--- src/hdl/status_word_pkg.sv ---
// constants and types shared by the status word control logic
package status_word_pkg;
   // apb register byte offsets
   localparam logic [11:0] STATUS_WORD_OFF = 12'h000;
   localparam logic [11:0] CONTROL_OFF = 12'h004;
   localparam logic [11:0] TRAP_INFO_OFF = 12'h008;
   // single status word field positions
   localparam int PRIV_BIT = 0;
   localparam int CC_LO = 1;
   localparam int CC_HI = 4;
   localparam int EXT_BIT = 5;
   localparam int LAST_POS_BIT = 6;
   localparam int UNASSIGNED_LO = 7;
   localparam int UNASSIGNED_HI = 12;
   localparam int PC_LO = 13;
   localparam int PC_HI = 29;
   localparam int NEXT_POS_BIT = 30;
   // control register bits
   localparam int CTL_DOUBLEWORD_BIT = 0;
   localparam int CTL_MAPPED_BIT = 1;
   // writable bits of the status word: unassigned bits and bit 31 stay zero
   localparam logic [31:0] STATUS_WRITE_MASK = 32'h7fff_e07f;
   // value after reset: privileged, everything else zero
   localparam logic [31:0] STATUS_RESET = 32'h0000_0001;
   localparam logic [1:0] CONTROL_RESET = 2'h0;
   // address limits
   localparam int ADDR_W = 24;
   localparam int BASE_ADDR_W = 19;
   // vector table base in protected private memory
   localparam logic [23:0] VECTOR_BASE = 24'h000100;
   localparam logic [3:0] IO_CLASS_E = 4'he;
   localparam logic [3:0] IO_CLASS_MAX_LOW = 4'h3;

   typedef enum logic [3:0] {
      cause_none,
      cause_interrupt,
      cause_nonpresent,
      cause_undefined,
      cause_priv_violation,
      cause_protect_write,
      cause_mem_error,
      cause_arith,
      cause_monitor_call,
      cause_supervisor_call
   } cause_t;

   typedef enum logic [2:0] {
      kind_plain,
      kind_privileged,
      kind_io,
      kind_branch_link,
      kind_branch_reset_int,
      kind_load_doubleword,
      kind_monitor_call,
      kind_supervisor_call
   } instr_kind_t;
endpackage

--- src/hdl/status_word_ctrl.sv ---
// status word, condition code and privilege control with apb access
// Behaviour
// - bit 0 of the status word is the privilege flag; set allows privileged ops
// - bits 1 to 4 hold the four-bit condition code
// - bit 5 selects nonextended (0) or extended (1) addressing
// - bit 6 marks last instruction: 0 left or full word, 1 right half
// - bits 13 to 29 hold next word address; bits 7 to 12 stay zero
// - bit 30 marks next instruction position: 0 left, 1 right half
// - branch-and-link writes its effective address into bits 13 to 30
// - indirect branch also copies bits 1 to 4 of the indirect word
// - first condition bit set when an arithmetic exception occurred
// - condition bits two, three, four flag greater, less, equal zero
// - privileged instruction while unprivileged traps instead of executing
// - interrupt, mapping, io, halt and control-store instructions are privileged
// - interrupts, traps and calls load new status with privilege set
// - every trap and interrupt vectors into protected memory
// - only reset-interrupt branch or doubleword load can drop privilege
// - system reset clears registers, drops protection, sets privilege
// - unprivileged operation enforces protection, forbids privileged operations
// - base mode uses 19-bit address directly within first 512K bytes
// - extended mode operands reach anywhere in 16 megabytes
// - mapped modes allowed only in doubleword status mode
// - mapped-extended fetches only from primary space, operands from either
// - single-word mode supports only io classes 0 to 3 and E
//
// Implementation choices: the register addresses and the APB slave port.
`timescale 1ns/100ps
module status_word_ctrl (
   input wire logic i_clk_sys,
   input wire logic i_nrst,
   input wire logic i_psel,
   input wire logic i_penable,
   input wire logic i_pwrite,
   input wire logic [11:0] i_paddr,
   input wire logic [31:0] i_pwdata,
   output logic [31:0] o_prdata,
   output logic o_pready,
   output logic o_pslverr,
   input wire logic i_instr_valid,
   input wire status_word_pkg::instr_kind_t i_instr_kind,
   input wire logic i_cc_defined,
   input wire logic i_arith_exc,
   input wire logic [31:0] i_result,
   input wire logic i_last_right,
   input wire logic [17:0] i_next_loc,
   input wire logic [17:0] i_branch_ea,
   input wire logic i_indirect,
   input wire logic [31:0] i_indirect_word,
   input wire logic [31:0] i_new_status,
   input wire logic [3:0] i_io_class,
   input wire logic i_event_req,
   input wire status_word_pkg::cause_t i_event_cause,
   input wire logic [31:0] i_event_status,
   input wire logic i_acc_valid,
   input wire logic i_acc_fetch,
   input wire logic i_acc_ext_space,
   input wire logic [status_word_pkg::ADDR_W-1:0] i_acc_addr,
   output logic [31:0] o_status_word,
   output logic o_privileged,
   output logic o_mem_protect_en,
   output logic o_doubleword_mode,
   output logic o_gpr_clear,
   output logic o_vector_valid,
   output logic [status_word_pkg::ADDR_W-1:0] o_vector_addr,
   output status_word_pkg::cause_t o_vector_cause,
   output logic o_instr_blocked,
   output logic o_addr_fault
);
   import status_word_pkg::*;

   ////////////////////////////////////////////////////////////////////////////
   // state
   typedef struct packed {
      logic reset_seen;
      logic [31:0] status;
      logic doubleword;
      logic mapped;
      cause_t last_cause;
      logic gpr_clear;
      logic vector_valid;
      logic [ADDR_W-1:0] vector_addr;
      cause_t vector_cause;
      logic blocked;
      logic [31:0] prdata;
   } state_t;

   state_t state_reg;
   state_t state_next;
   logic [1:0] rst_sync_reg;
   logic rst_n;
   logic addr_fault;
   logic access_phase;
   logic setup_phase;
   logic addr_hit;
   logic is_priv_kind;
   logic io_class_ok;
   logic trap_now;
   cause_t trap_cause;
   logic [31:0] trap_status;

   ////////////////////////////////////////////////////////////////////////////
   // reset release through two flops
   always_ff @(posedge i_clk_sys or negedge i_nrst) begin
      if (!i_nrst) begin
         rst_sync_reg <= 2'b00;
      end else begin
         rst_sync_reg <= {rst_sync_reg[0], 1'b1};
      end
   end

   assign rst_n = rst_sync_reg[1];

   ////////////////////////////////////////////////////////////////////////////
   // addressing mode limits
   addr_mode_check u_addr_check (
      .i_extended(state_reg.status[EXT_BIT]),
      .i_mapped(state_reg.mapped),
      .i_doubleword(state_reg.doubleword),
      .i_fetch(i_acc_fetch),
      .i_ext_space(i_acc_ext_space),
      .i_addr(i_acc_addr),
      .o_fault(addr_fault)
   );

   assign o_addr_fault = i_acc_valid && addr_fault;

   ////////////////////////////////////////////////////////////////////////////
   // apb decode
   assign setup_phase = i_psel && !i_penable;
   assign access_phase = i_psel && i_penable;
   assign addr_hit = (i_paddr == STATUS_WORD_OFF) || (i_paddr == CONTROL_OFF) || (i_paddr == TRAP_INFO_OFF);
   assign o_pready = access_phase;
   assign o_pslverr = access_phase && !addr_hit;

   ////////////////////////////////////////////////////////////////////////////
   // instruction classification
   always_comb begin
      case (i_instr_kind)
         kind_privileged, kind_io, kind_branch_reset_int, kind_load_doubleword: begin
            is_priv_kind = 1'b1;
         end
         default: begin
            is_priv_kind = 1'b0;
         end
      endcase
      io_class_ok = state_reg.doubleword || (i_io_class <= IO_CLASS_MAX_LOW) || (i_io_class == IO_CLASS_E);
   end

   // trap or event selection, external request first
   always_comb begin
      trap_now = 1'b0;
      trap_cause = cause_none;
      if (i_event_req) begin
         trap_now = 1'b1;
         trap_cause = i_event_cause;
      end else if (i_instr_valid) begin
         if (is_priv_kind && !state_reg.status[PRIV_BIT]) begin
            trap_now = 1'b1;
            trap_cause = cause_priv_violation;
         end else if (i_instr_kind == kind_io && !io_class_ok) begin
            trap_now = 1'b1;
            trap_cause = cause_undefined;
         end else if (i_instr_kind == kind_monitor_call) begin
            trap_now = 1'b1;
            trap_cause = cause_monitor_call;
         end else if (i_instr_kind == kind_supervisor_call) begin
            trap_now = 1'b1;
            trap_cause = cause_supervisor_call;
         end
      end
      trap_status = i_event_status & STATUS_WRITE_MASK;
      trap_status[PRIV_BIT] = 1'b1;
   end

   ////////////////////////////////////////////////////////////////////////////
   // next state
   always_comb begin
      state_next = state_reg;
      state_next.gpr_clear = 1'b0;
      state_next.vector_valid = 1'b0;
      state_next.blocked = 1'b0;

      // first cycle after reset release clears the register file
      if (!state_reg.reset_seen) begin
         state_next.reset_seen = 1'b1;
         state_next.gpr_clear = 1'b1;
      end

      // apb read data captured in the setup cycle
      if (setup_phase && !i_pwrite) begin
         case (i_paddr)
            STATUS_WORD_OFF: begin
               state_next.prdata = state_reg.status;
            end
            CONTROL_OFF: begin
               state_next.prdata = {30'h0, state_reg.mapped, state_reg.doubleword};
            end
            TRAP_INFO_OFF: begin
               state_next.prdata = {28'h0, state_reg.last_cause};
            end
            default: begin
               state_next.prdata = 32'h0;
            end
         endcase
      end

      // apb writes; privilege can only be kept or raised here
      if (access_phase && i_pwrite) begin
         case (i_paddr)
            STATUS_WORD_OFF: begin
               state_next.status = i_pwdata & STATUS_WRITE_MASK;
               state_next.status[PRIV_BIT] = i_pwdata[PRIV_BIT] | state_reg.status[PRIV_BIT];
            end
            CONTROL_OFF: begin
               state_next.doubleword = i_pwdata[CTL_DOUBLEWORD_BIT];
               state_next.mapped = i_pwdata[CTL_MAPPED_BIT];
            end
            default: begin
               state_next.doubleword = state_reg.doubleword;
            end
         endcase
      end

      // hardware updates take precedence over a same-cycle apb write
      if (trap_now) begin
         state_next.status = trap_status;
         state_next.last_cause = trap_cause;
         state_next.vector_valid = 1'b1;
         state_next.vector_cause = trap_cause;
         state_next.vector_addr = VECTOR_BASE + {{(ADDR_W - 6){1'b0}}, trap_cause, 2'b00};
         state_next.blocked = (trap_cause == cause_priv_violation) || (trap_cause == cause_undefined);
      end else if (i_instr_valid) begin
         case (i_instr_kind)
            kind_branch_link: begin
               state_next.status[NEXT_POS_BIT:PC_LO] = i_branch_ea;
               state_next.status[LAST_POS_BIT] = i_last_right;
               if (i_indirect) begin
                  state_next.status[CC_HI:CC_LO] = i_indirect_word[CC_HI:CC_LO];
               end
            end
            kind_branch_reset_int, kind_load_doubleword: begin
               state_next.status = i_new_status & STATUS_WRITE_MASK;
            end
            default: begin
               state_next.status[NEXT_POS_BIT:PC_LO] = i_next_loc;
               state_next.status[LAST_POS_BIT] = i_last_right;
               if (i_cc_defined) begin
                  state_next.status[CC_LO] = i_arith_exc;
                  state_next.status[CC_LO + 1] = !i_result[31] && (|i_result);
                  state_next.status[CC_LO + 2] = i_result[31];
                  state_next.status[CC_HI] = ~|i_result;
               end
            end
         endcase
      end
   end

   ////////////////////////////////////////////////////////////////////////////
   // registers; reset leaves the machine privileged and unprotected
   always_ff @(posedge i_clk_sys or negedge rst_n) begin
      if (!rst_n) begin
         state_reg.reset_seen <= 1'b0;
         state_reg.status <= STATUS_RESET;
         state_reg.doubleword <= CONTROL_RESET[CTL_DOUBLEWORD_BIT];
         state_reg.mapped <= CONTROL_RESET[CTL_MAPPED_BIT];
         state_reg.last_cause <= cause_none;
         state_reg.gpr_clear <= 1'b0;
         state_reg.vector_valid <= 1'b0;
         state_reg.vector_addr <= '0;
         state_reg.vector_cause <= cause_none;
         state_reg.blocked <= 1'b0;
         state_reg.prdata <= 32'h0;
      end else begin
         state_reg.reset_seen <= state_next.reset_seen;
         state_reg.status <= state_next.status;
         state_reg.doubleword <= state_next.doubleword;
         state_reg.mapped <= state_next.mapped;
         state_reg.last_cause <= state_next.last_cause;
         state_reg.gpr_clear <= state_next.gpr_clear;
         state_reg.vector_valid <= state_next.vector_valid;
         state_reg.vector_addr <= state_next.vector_addr;
         state_reg.vector_cause <= state_next.vector_cause;
         state_reg.blocked <= state_next.blocked;
         state_reg.prdata <= state_next.prdata;
      end
   end

   ////////////////////////////////////////////////////////////////////////////
   // outputs
   assign o_prdata = state_reg.prdata;
   assign o_status_word = state_reg.status;
   assign o_privileged = state_reg.status[PRIV_BIT];
   assign o_mem_protect_en = !state_reg.status[PRIV_BIT];
   assign o_doubleword_mode = state_reg.doubleword;
   assign o_gpr_clear = state_reg.gpr_clear;
   assign o_vector_valid = state_reg.vector_valid;
   assign o_vector_addr = state_reg.vector_addr;
   assign o_vector_cause = state_reg.vector_cause;
   assign o_instr_blocked = state_reg.blocked;
endmodule

--- src/hdl/addr_mode_check.sv ---
// memory addressing mode limit check
`timescale 1ns/100ps
module addr_mode_check (
   input wire logic i_extended,
   input wire logic i_mapped,
   input wire logic i_doubleword,
   input wire logic i_fetch,
   input wire logic i_ext_space,
   input wire logic [status_word_pkg::ADDR_W-1:0] i_addr,
   output logic o_fault
);
   import status_word_pkg::*;

   logic above_base;

   always_comb begin
      above_base = |i_addr[ADDR_W-1:BASE_ADDR_W];
      o_fault = 1'b0;
      if (i_mapped) begin
         if (!i_doubleword) begin
            o_fault = 1'b1;
         end else if (i_fetch && i_ext_space) begin
            o_fault = 1'b1;
         end else if (!i_extended && i_ext_space) begin
            o_fault = 1'b1;
         end else begin
            o_fault = above_base;
         end
      end else if (i_extended) begin
         o_fault = i_fetch && above_base;
      end else begin
         o_fault = above_base || i_ext_space;
      end
   end
endmodule

--- config.mk ---
export PLATFORM = sky130hd
export DESIGN_NAME = status_word_ctrl
export DESIGN_NICKNAME = d
export VERILOG_FILES = /design/src/hdl/status_word_pkg.sv /design/src/hdl/status_word_ctrl.sv /design/src/hdl/addr_mode_check.sv
export SDC_FILE = /design/constraint.sdc
export NUM_CORES = 1
export LEC_CHECK = 0
export BUFFER_PORTS_ARGS = -buffer_cell sky130_fd_sc_hd__buf_2
export CORE_AREA = 2 2 137 139
export DETAILED_ROUTE_END_ITERATION = 10
export DIE_AREA = 0 0 139 141
export GPL_TIMING_DRIVEN = 0
export PLACE_DENSITY = 0.64
export SYNTH_ARGS = -nofsm -noshare
export SYNTH_HDL_FRONTEND = slang
export SYNTH_SLANG_ARGS = --single-unit
--- constraint.sdc ---
create_clock -name i_clk_sys -period 2.5 [get_ports i_clk_sys]
set_input_delay 0.5 -clock i_clk_sys [delete_from_list [all_inputs] [get_ports i_clk_sys]]
set_output_delay 0.5 -clock i_clk_sys [all_outputs]
set_load 0.01 [all_outputs]
==> results of run 1 <==
## report_power, final
group	switching [mW]	internal, mW
Clock	0.524	0.773
Sequential	0.0685	1.31
Combinational	0.378	0.373
Total	0.971	2.45
## worst max path at each step
| stage | startpoint | endpoint | slack (ns) | cells after the start |
|---|---|---|---|---|
| global route | o_status_word[0]$_DFF_PN1_ | o_instr_blocked$_DFF_PN0_ | 0.07 | 7 |
| finish | o_status_word[0]$_DFF_PN1_ | o_vector_addr[5]$_DFFE_PN0P_ | 0.18 | 7 |
| CTS | o_status_word[0]$_DFF_PN1_ | o_status_word[31]$_DFF_PN0_ | 0.11 | 6 |
| detailed placement | i_instr_kind[0] | o_vector_addr[5]$_DFFE_PN0P_ | 0.06 | 7 |
| global placement | rst_sync_reg[1]$_DFF_PN0_ | o_gpr_clear$_DFF_PN0_ | -0.85 | 0 |
| floorplan | rst_sync_reg[1]$_DFF_PN0_ | o_doubleword_mode$_DFFE_PN0P_ | 0.20 | 0 |
## cells by family after synthesis
family                 synth area share
AND/OR/NAND/NOR                  0.1707
other                          0.001511
buffers and inverters            0.1840
flip-flops                       0.3880
AO/OA/AOI/OAI                    0.2266
multiplexers                    0.02920
## worst max-delay path, cell delays in order (launching register included)
cell,delay [ns]
dfstp_2,0.55
buf_2,0.19
nor2_1,0.06
o21a_1,0.18
o21a_1,0.32
clkbuf_1,0.34
o221ai_1,0.45
o21a_1,0.18
## layer usage
metal  vias up  part of all wire
li1       2432                 -
met1      2402              0.45
met2       206              0.47
met3        28             0.053
met4         0             0.023
met5         -                 0
## cell usage in the layout, fill, tap and decap left out, types with 6 or more instances in the layout
master     Yosys  layout
nand3_1       24      24
nor4_1        12      12
a21oi_1        9       9
dfrtp_1       76      75
conb_1         2      21
nor2_1        15      15
nand2_1       55      55
a22oi_1       37      37
a22o_2        15      15
inv_1          9       9
mux2_2         8       8
buf_4         95      95
a22o_1        13      13
o211ai_1      18      18
o21ai_0       23      23
clkbuf_1      15      16
and2_1         8       8
buf_2         10     276
nor3_1         7       6
o22ai_1        6       6
clkbuf_16      0       9
## repair_timing
item                       CTS  global route
setup endpoints to repair    0             7
resized for setup            0             1
hold buffers                 1             0
hold endpoints to repair     2             0
## layout make-up
| type | instances | area (µm²) |
|---|---|---|
| diodes | 3 | 7.507 |
| flip-flops and latches | 77 | 1932 |
| plain buffers | 127 | 877.1 |
| clock inverters | 6 | 65.06 |
| clock buffers | 10 | 229.0 |
| inverters | 10 | 37.54 |
| multi-input cells | 336 | 2203 |
| repair buffers | 268 | 1369 |
| fillers | 1875 | 11250 |
| well taps | 234 | 292.8 |
==> summary.md, run 1 <==
| Metric | Value |
|---|---|
| Avg Cell Area, Syn | `9.359 µm²` |
| Final Power | `3.424 mW` |
| GRT met3 Usage | `0.02751` |
| Layout net count | `1,086` |
| Number of global-route vias before repair | `between 4,000 and 5,000` |
| Top_reg_cell synth | `dfrtp_1` |
| Top post-synthesis cells by count | `buf_4, dfrtp_1, nand2_1, a22oi_1, nand3_1` |
| Layout cells sized above 1 | `0.5156` |
| Synth unique cells | `61` |
| Final WL | `roughly 18,000 µm` |
| Seq cells post-synth | `between 70 and 80` |
| Setup TNS | `0 ns` |
| Placed cells | `about 1,100` |
| Worst Path Class, Setup | `flop to flop` |
| Part of the Yosys area used for sequential elements | `0.3880` |
| Top-count cell post-synth | `buf_4` |
| GRT overflow | `0` |
| Hold Path Class | `flop to async pin` |
| Status | `complete, no violations` |
| Routed Antenna Nets | `0` |
| Top cell type's share of synthesized area | `0.3827` |
| Peak VDD IR | `0.2731 mV` |
| Period utilization | `0.9261` |
| Met1 usage | `0.2463` |
| Reg2Reg Setup Slack | `around 0.18 ns` |
| Longest Clk Path Bufs | `2` |
| Most Crowded Layer GR | `met2` |
| Number of buffers created by CTS | `9` |
| Final instance area | `between 0.007 and 0.008 mm²` |
| Post-Syn Area | `a little under 0.005 mm²` |
| Clock latency at the later pin of the worst-skew pair | `approximately 0.34 ns` |
| Vias | `about 5,000` |
| Final core occ | `0.3839` |
| # DRC | `0` |
| P&R area growth vs syn | `41.11%` |
| Clk root buf | `clkbuf_16` |
| Crit-path max FO | `10` |
| Total power per unit cell area | `488.3 mW/mm²` |
| TritonCTS clock tree | `yes` |
| Input/output buffers | `between 200 and 300` |
| Final Max Tran Viols | `0` |
| RSZ-0062 raised after global routing | `no` |
| Setup Skew | `just over 0.007 ns` |
| Die Y | `roughly 140 µm` |
| Critical path data required time | `around 2.8 ns` |
| Core ar. | `0.01827 mm²` |
| CTS sink count | `77` |
| Met2 Use GR | `0.2875` |
| Post-detail-place hpwl | `roughly 15,000 µm` |
| Setup violators final | `0` |
| Post-layout min period | `about 2.3 ns` |
| Relative slew slack | `0.4804` |
| Die Wd | `between 100 and 150 µm` |
| Synth area leader | `dfrtp_1` |
| Pre-CTS WS | `around 0.056 ns` |
| First-pass GRT wire length | `~27,000 µm` |
| Placed Area | `approximately 0.0067 mm²` |
| Setup crit end kind | `flop` |
| Global-route usage over all layers | `0.1789` |
| Critical R2R Launch | `o_status_word[0]$_DFF_PN1_` |
| Reg2reg end | `o_vector_addr[5]$_DFFE_PN0P_` |
| Post-Synthesis Cells | `531` |
| Syn. warnings | `0` |
| Finished Layout Cells | `~1,100` |
| CP startpoint kind | `flop` |
| Synth area leaders | `dfrtp_1, buf_4, a22oi_1, nand2_1, a22o_2` |
| Post-synth EDFFs | `0` |
| Vias per cell | `4.732` |
| Initial drt markers | `between 200 and 250` |
| Maxcap violations | `0` |
| Worst-path clk slew | `approximately 0.06 ns` |
| GP Congestion | `slightly above 0.9` |
| I/O pins | `358` |
| Row cnt | `50` |
| Leakage power | `3.724 nW` |
| H-tree depth | `3` |
| FF-to-FF path depth | `7` |
| Largest net degree at the start of global routing | `53` |
| TritonRoute pass-1 iters | `4` |
| Post-CTS setup buffer count | `0` |
| Worst setup margin | `roughly 0.18 ns` |
| Final Hold Viols | `0` |
| Initial core utilization | `0.2721` |
| Wire per inst | `17.11 µm` |
| Die area | `0.01960 mm²` |
| WP data arrival | `approximately 2.6 ns` |
| FMAX | `between 0.4 and 0.5 GHz` |
| Async SR Flop Fraction | `1.000` |
| Initial antenna violation count | `3` |
| Fin Hold WS | `~0.25 ns` |
| Worst Max-Slew Pin Slew | `about 0.78 ns` |
Power figures use the tool's default switching activity.
==> run 2, diff against run 1 <==
Settings changed: BUFFER_PORTS_ARGS -buffer_cell sky130_fd_sc_hd__buf_2 to -buffer_cell sky130_fd_sc_hd__buf_4.
==> run 2 against run 1 <==
Total power up 7.7%. Sequential power about the same. Count of clock-buffer cells in the layout shrank 1. Largest cell class unchanged.
==> summary.md, run 2 (synthesized netlist as in run 1, its figures left out) <==
| Metric | Value |
|---|---|
| Status | `complete, no violations` |
| Input/output buffers | `266 (unchanged)` |
| Number of global-route vias before repair | `4,888 (+1.2%)` |
| Final WL | `18,870 µm (+3.0%)` |
| # DRC | `0 (unchanged)` |
| Relative slew slack | `0.4380 (-0.04244)` |
| Setup violators final | `0 (unchanged)` |
| TritonRoute pass-1 iters | `5 (+1)` |
| Peak VDD IR | `0.2984 mV (+9.3%)` |
| Post-layout min period | `2.341 ns (+0.02540 ns)` |
| First-pass GRT wire length | `28,100 µm (+2.9%)` |
| Die area | `0.01960 mm² (unchanged)` |
| # resized after CTS | `0 (unchanged)` |
| GP Congestion | `0.8668 (-4.8%)` |
| Worst Path Class, Setup | `flop to flop` |
| Layout net count | `1,086 (unchanged)` |
| Initial antenna violation count | `0 (-3)` |
| Initial drt markers | `240 (+0.84%)` |
| Commonest non-fill, non-tap cell in the layout | `buf_4` |
| Number of buffers created by CTS | `9 (unchanged)` |
| Final core occ | `0.4211 (+0.03719)` |
| Initial core utilization | `0.2721 (unchanged)` |
| Setup crit end kind | `flop` |
| Core ar. | `0.01827 mm² (unchanged)` |
| Longest Clk Path Bufs | `2 (unchanged)` |
| Row cnt | `50 (unchanged)` |
| Cts hold-fix bufs | `1 (unchanged)` |
| Setup Skew | `0.007877 ns (+0.0007477 ns)` |
| Crit-path max FO | `10 (unchanged)` |
| Post-CTS setup buffer count | `0 (unchanged)` |
| Critical R2R Launch | `o_status_word[0]$_DFF_PN1_` |
| Die Wd | `139 µm (unchanged)` |
| Clock latency at the later pin of the worst-skew pair | `0.34 ns (about the same)` |
| H-tree depth | `3 (unchanged)` |
| Maxcap violations | `0 (unchanged)` |
| Pre-CTS WS | `0.05174 ns (-0.004469 ns)` |
| CP startpoint kind | `flop` |
| Worst setup margin | `0.1593 ns (-0.02540 ns)` |
| Period utilization | `0.9363 (+0.01016)` |
| Worst Max-Slew Pin Slew | `0.8366 ns (+0.06145 ns)` |
| Total power per unit cell area | `479.4 mW/mm² (-1.8%)` |
| Wire per inst | `17.67 µm (+3.2%)` |
| Post-detail-place hpwl | `15,020 µm (+1.4%)` |
| Layout cells sized above 1 | `0.5156 (unchanged)` |
| Global-route usage over all layers | `0.1850 (+0.006058)` |
| Clk root buf | `clkbuf_16` |
| RSZ-0062 raised after global routing | `no` |
| Leakage power | `3.924 nW (+5.4%)` |
| Routed Antenna Nets | `0 (unchanged)` |
| FMAX | `0.4272 GHz (-1.1%)` |
| Hold Path Class | `flop to async pin` |
| Final Max Tran Viols | `0 (unchanged)` |
| P&R area growth vs syn | `54.78%` |
| Antenna cells | `0 (-3)` |
| Die Y | `141 µm (unchanged)` |
| Most frequent cells in the layout | `buf_4, dfrtp_1, nand2_1, a22oi_1, nand3_1` |
| CP Launch Point | `o_status_word[0]$_DFF_PN1_` |
| Largest net degree at the start of global routing | `55 (+3.8%)` |
| CTS sink count | `77 (unchanged)` |
| I/O pins | `358 (unchanged)` |
| TritonCTS clock tree | `yes` |
| Final Hold Viols | `0 (unchanged)` |
| Vias | `4,990 (-1.5%)` |
| GRT overflow | `0 (unchanged)` |
| Critical path data required time | `2.78 ns (about the same)` |
| Vias per cell | `4.672 (-1.3%)` |
| Worst-path clk slew | `0.07 ns (about the same)` |
| WP data arrival | `2.62 ns (+0.03 ns)` |
| Filler cells | `1,863 (-0.64%)` |
[run 2: changes by cell type in the layout (fill, tap and decap cells not counted), sizes merged]
cell and change:
diode -3, clkinv -2, inv +2, bufinv +1, clkbuf -1
[run 2: routing by layer]
metal  part of all wire  GRT usage
met5                  0          0
met4              0.012    0.04572
met3              0.060    0.03736
met2               0.49     0.3078
met1               0.43     0.2480
[run 2: per-stage QoR]
stage / area [µm²] / hold WS, ns / power (mW) / instances / TNS [ns]
finish: 7692 / 0.2402 / 3.688 / 1068 / 0
global route: 7692 / 0.2750 / 3.851 / 1068 / 0
CTS: 7692 / 0.2535 / 3.732 / 1068 / 0
detailed placement: 7362 / 0.2471 / 2.266 / 1051 / 0
global placement: 7331 / 0.2832 / 2.253 / 1050 / -62.97
floorplan: 5041 / 0.2044 / 1.793 / 550 / 0
[run 2: area by class of cell]
| type | count | area (µm²) | area share |
|---|---|---|---|
| multi-input combinational | 336 | 2198 | 0.2858 |
| timing repair buffer | 268 | 2034 | 0.2645 |
| sequential | 77 | 1932 | 0.2511 |
| buffer | 127 | 877.1 | 0.1140 |
| tap | 234 | 292.8 | 0.03806 |
| clock buffer | 9 | 225.2 | 0.02928 |
| clock inverter | 7 | 95.09 | 0.01236 |
| inverter | 10 | 37.54 | 0.004880 |
[run 2: worst paths after layout]
check,end,slack [ns],depth (start not counted)
setup / recovery,o_vector_addr[5]$_DFFE_PN0P_,0.16,7
hold / removal,o_prdata[5]$_DFFE_PN0P_,0.24,0
setup reg to reg,o_vector_addr[5]$_DFFE_PN0P_,0.16,7
hold reg to reg,o_prdata[5]$_DFFE_PN0P_,0.24,0
max in group asynchronous,o_status_word[23]$_DFFE_PN0P_,1.68,1
min in group i_clk_sys,rst_sync_reg[1]$_DFF_PN0_,0.36,0
[run 2: worst max-delay path, cell delays in order (launching register included)]
cell	delay, ns
dfstp_2	0.55
buf_2	0.20
nor2_1	0.05
o21a_1	0.17
o21a_1	0.31
clkbuf_1	0.35
o221ai_1	0.45
o21a_1	0.18
[run 2: where the power goes]
part / total (mW) / switching (mW) / leakage (nW) / internal [mW]
Sequential: 1.37 / 0.0671 / 0.997 / 1.31
Combinational: 0.870 / 0.381 / 2.77 / 0.489
Clock: 1.44 / 0.566 / 0.156 / 0.879
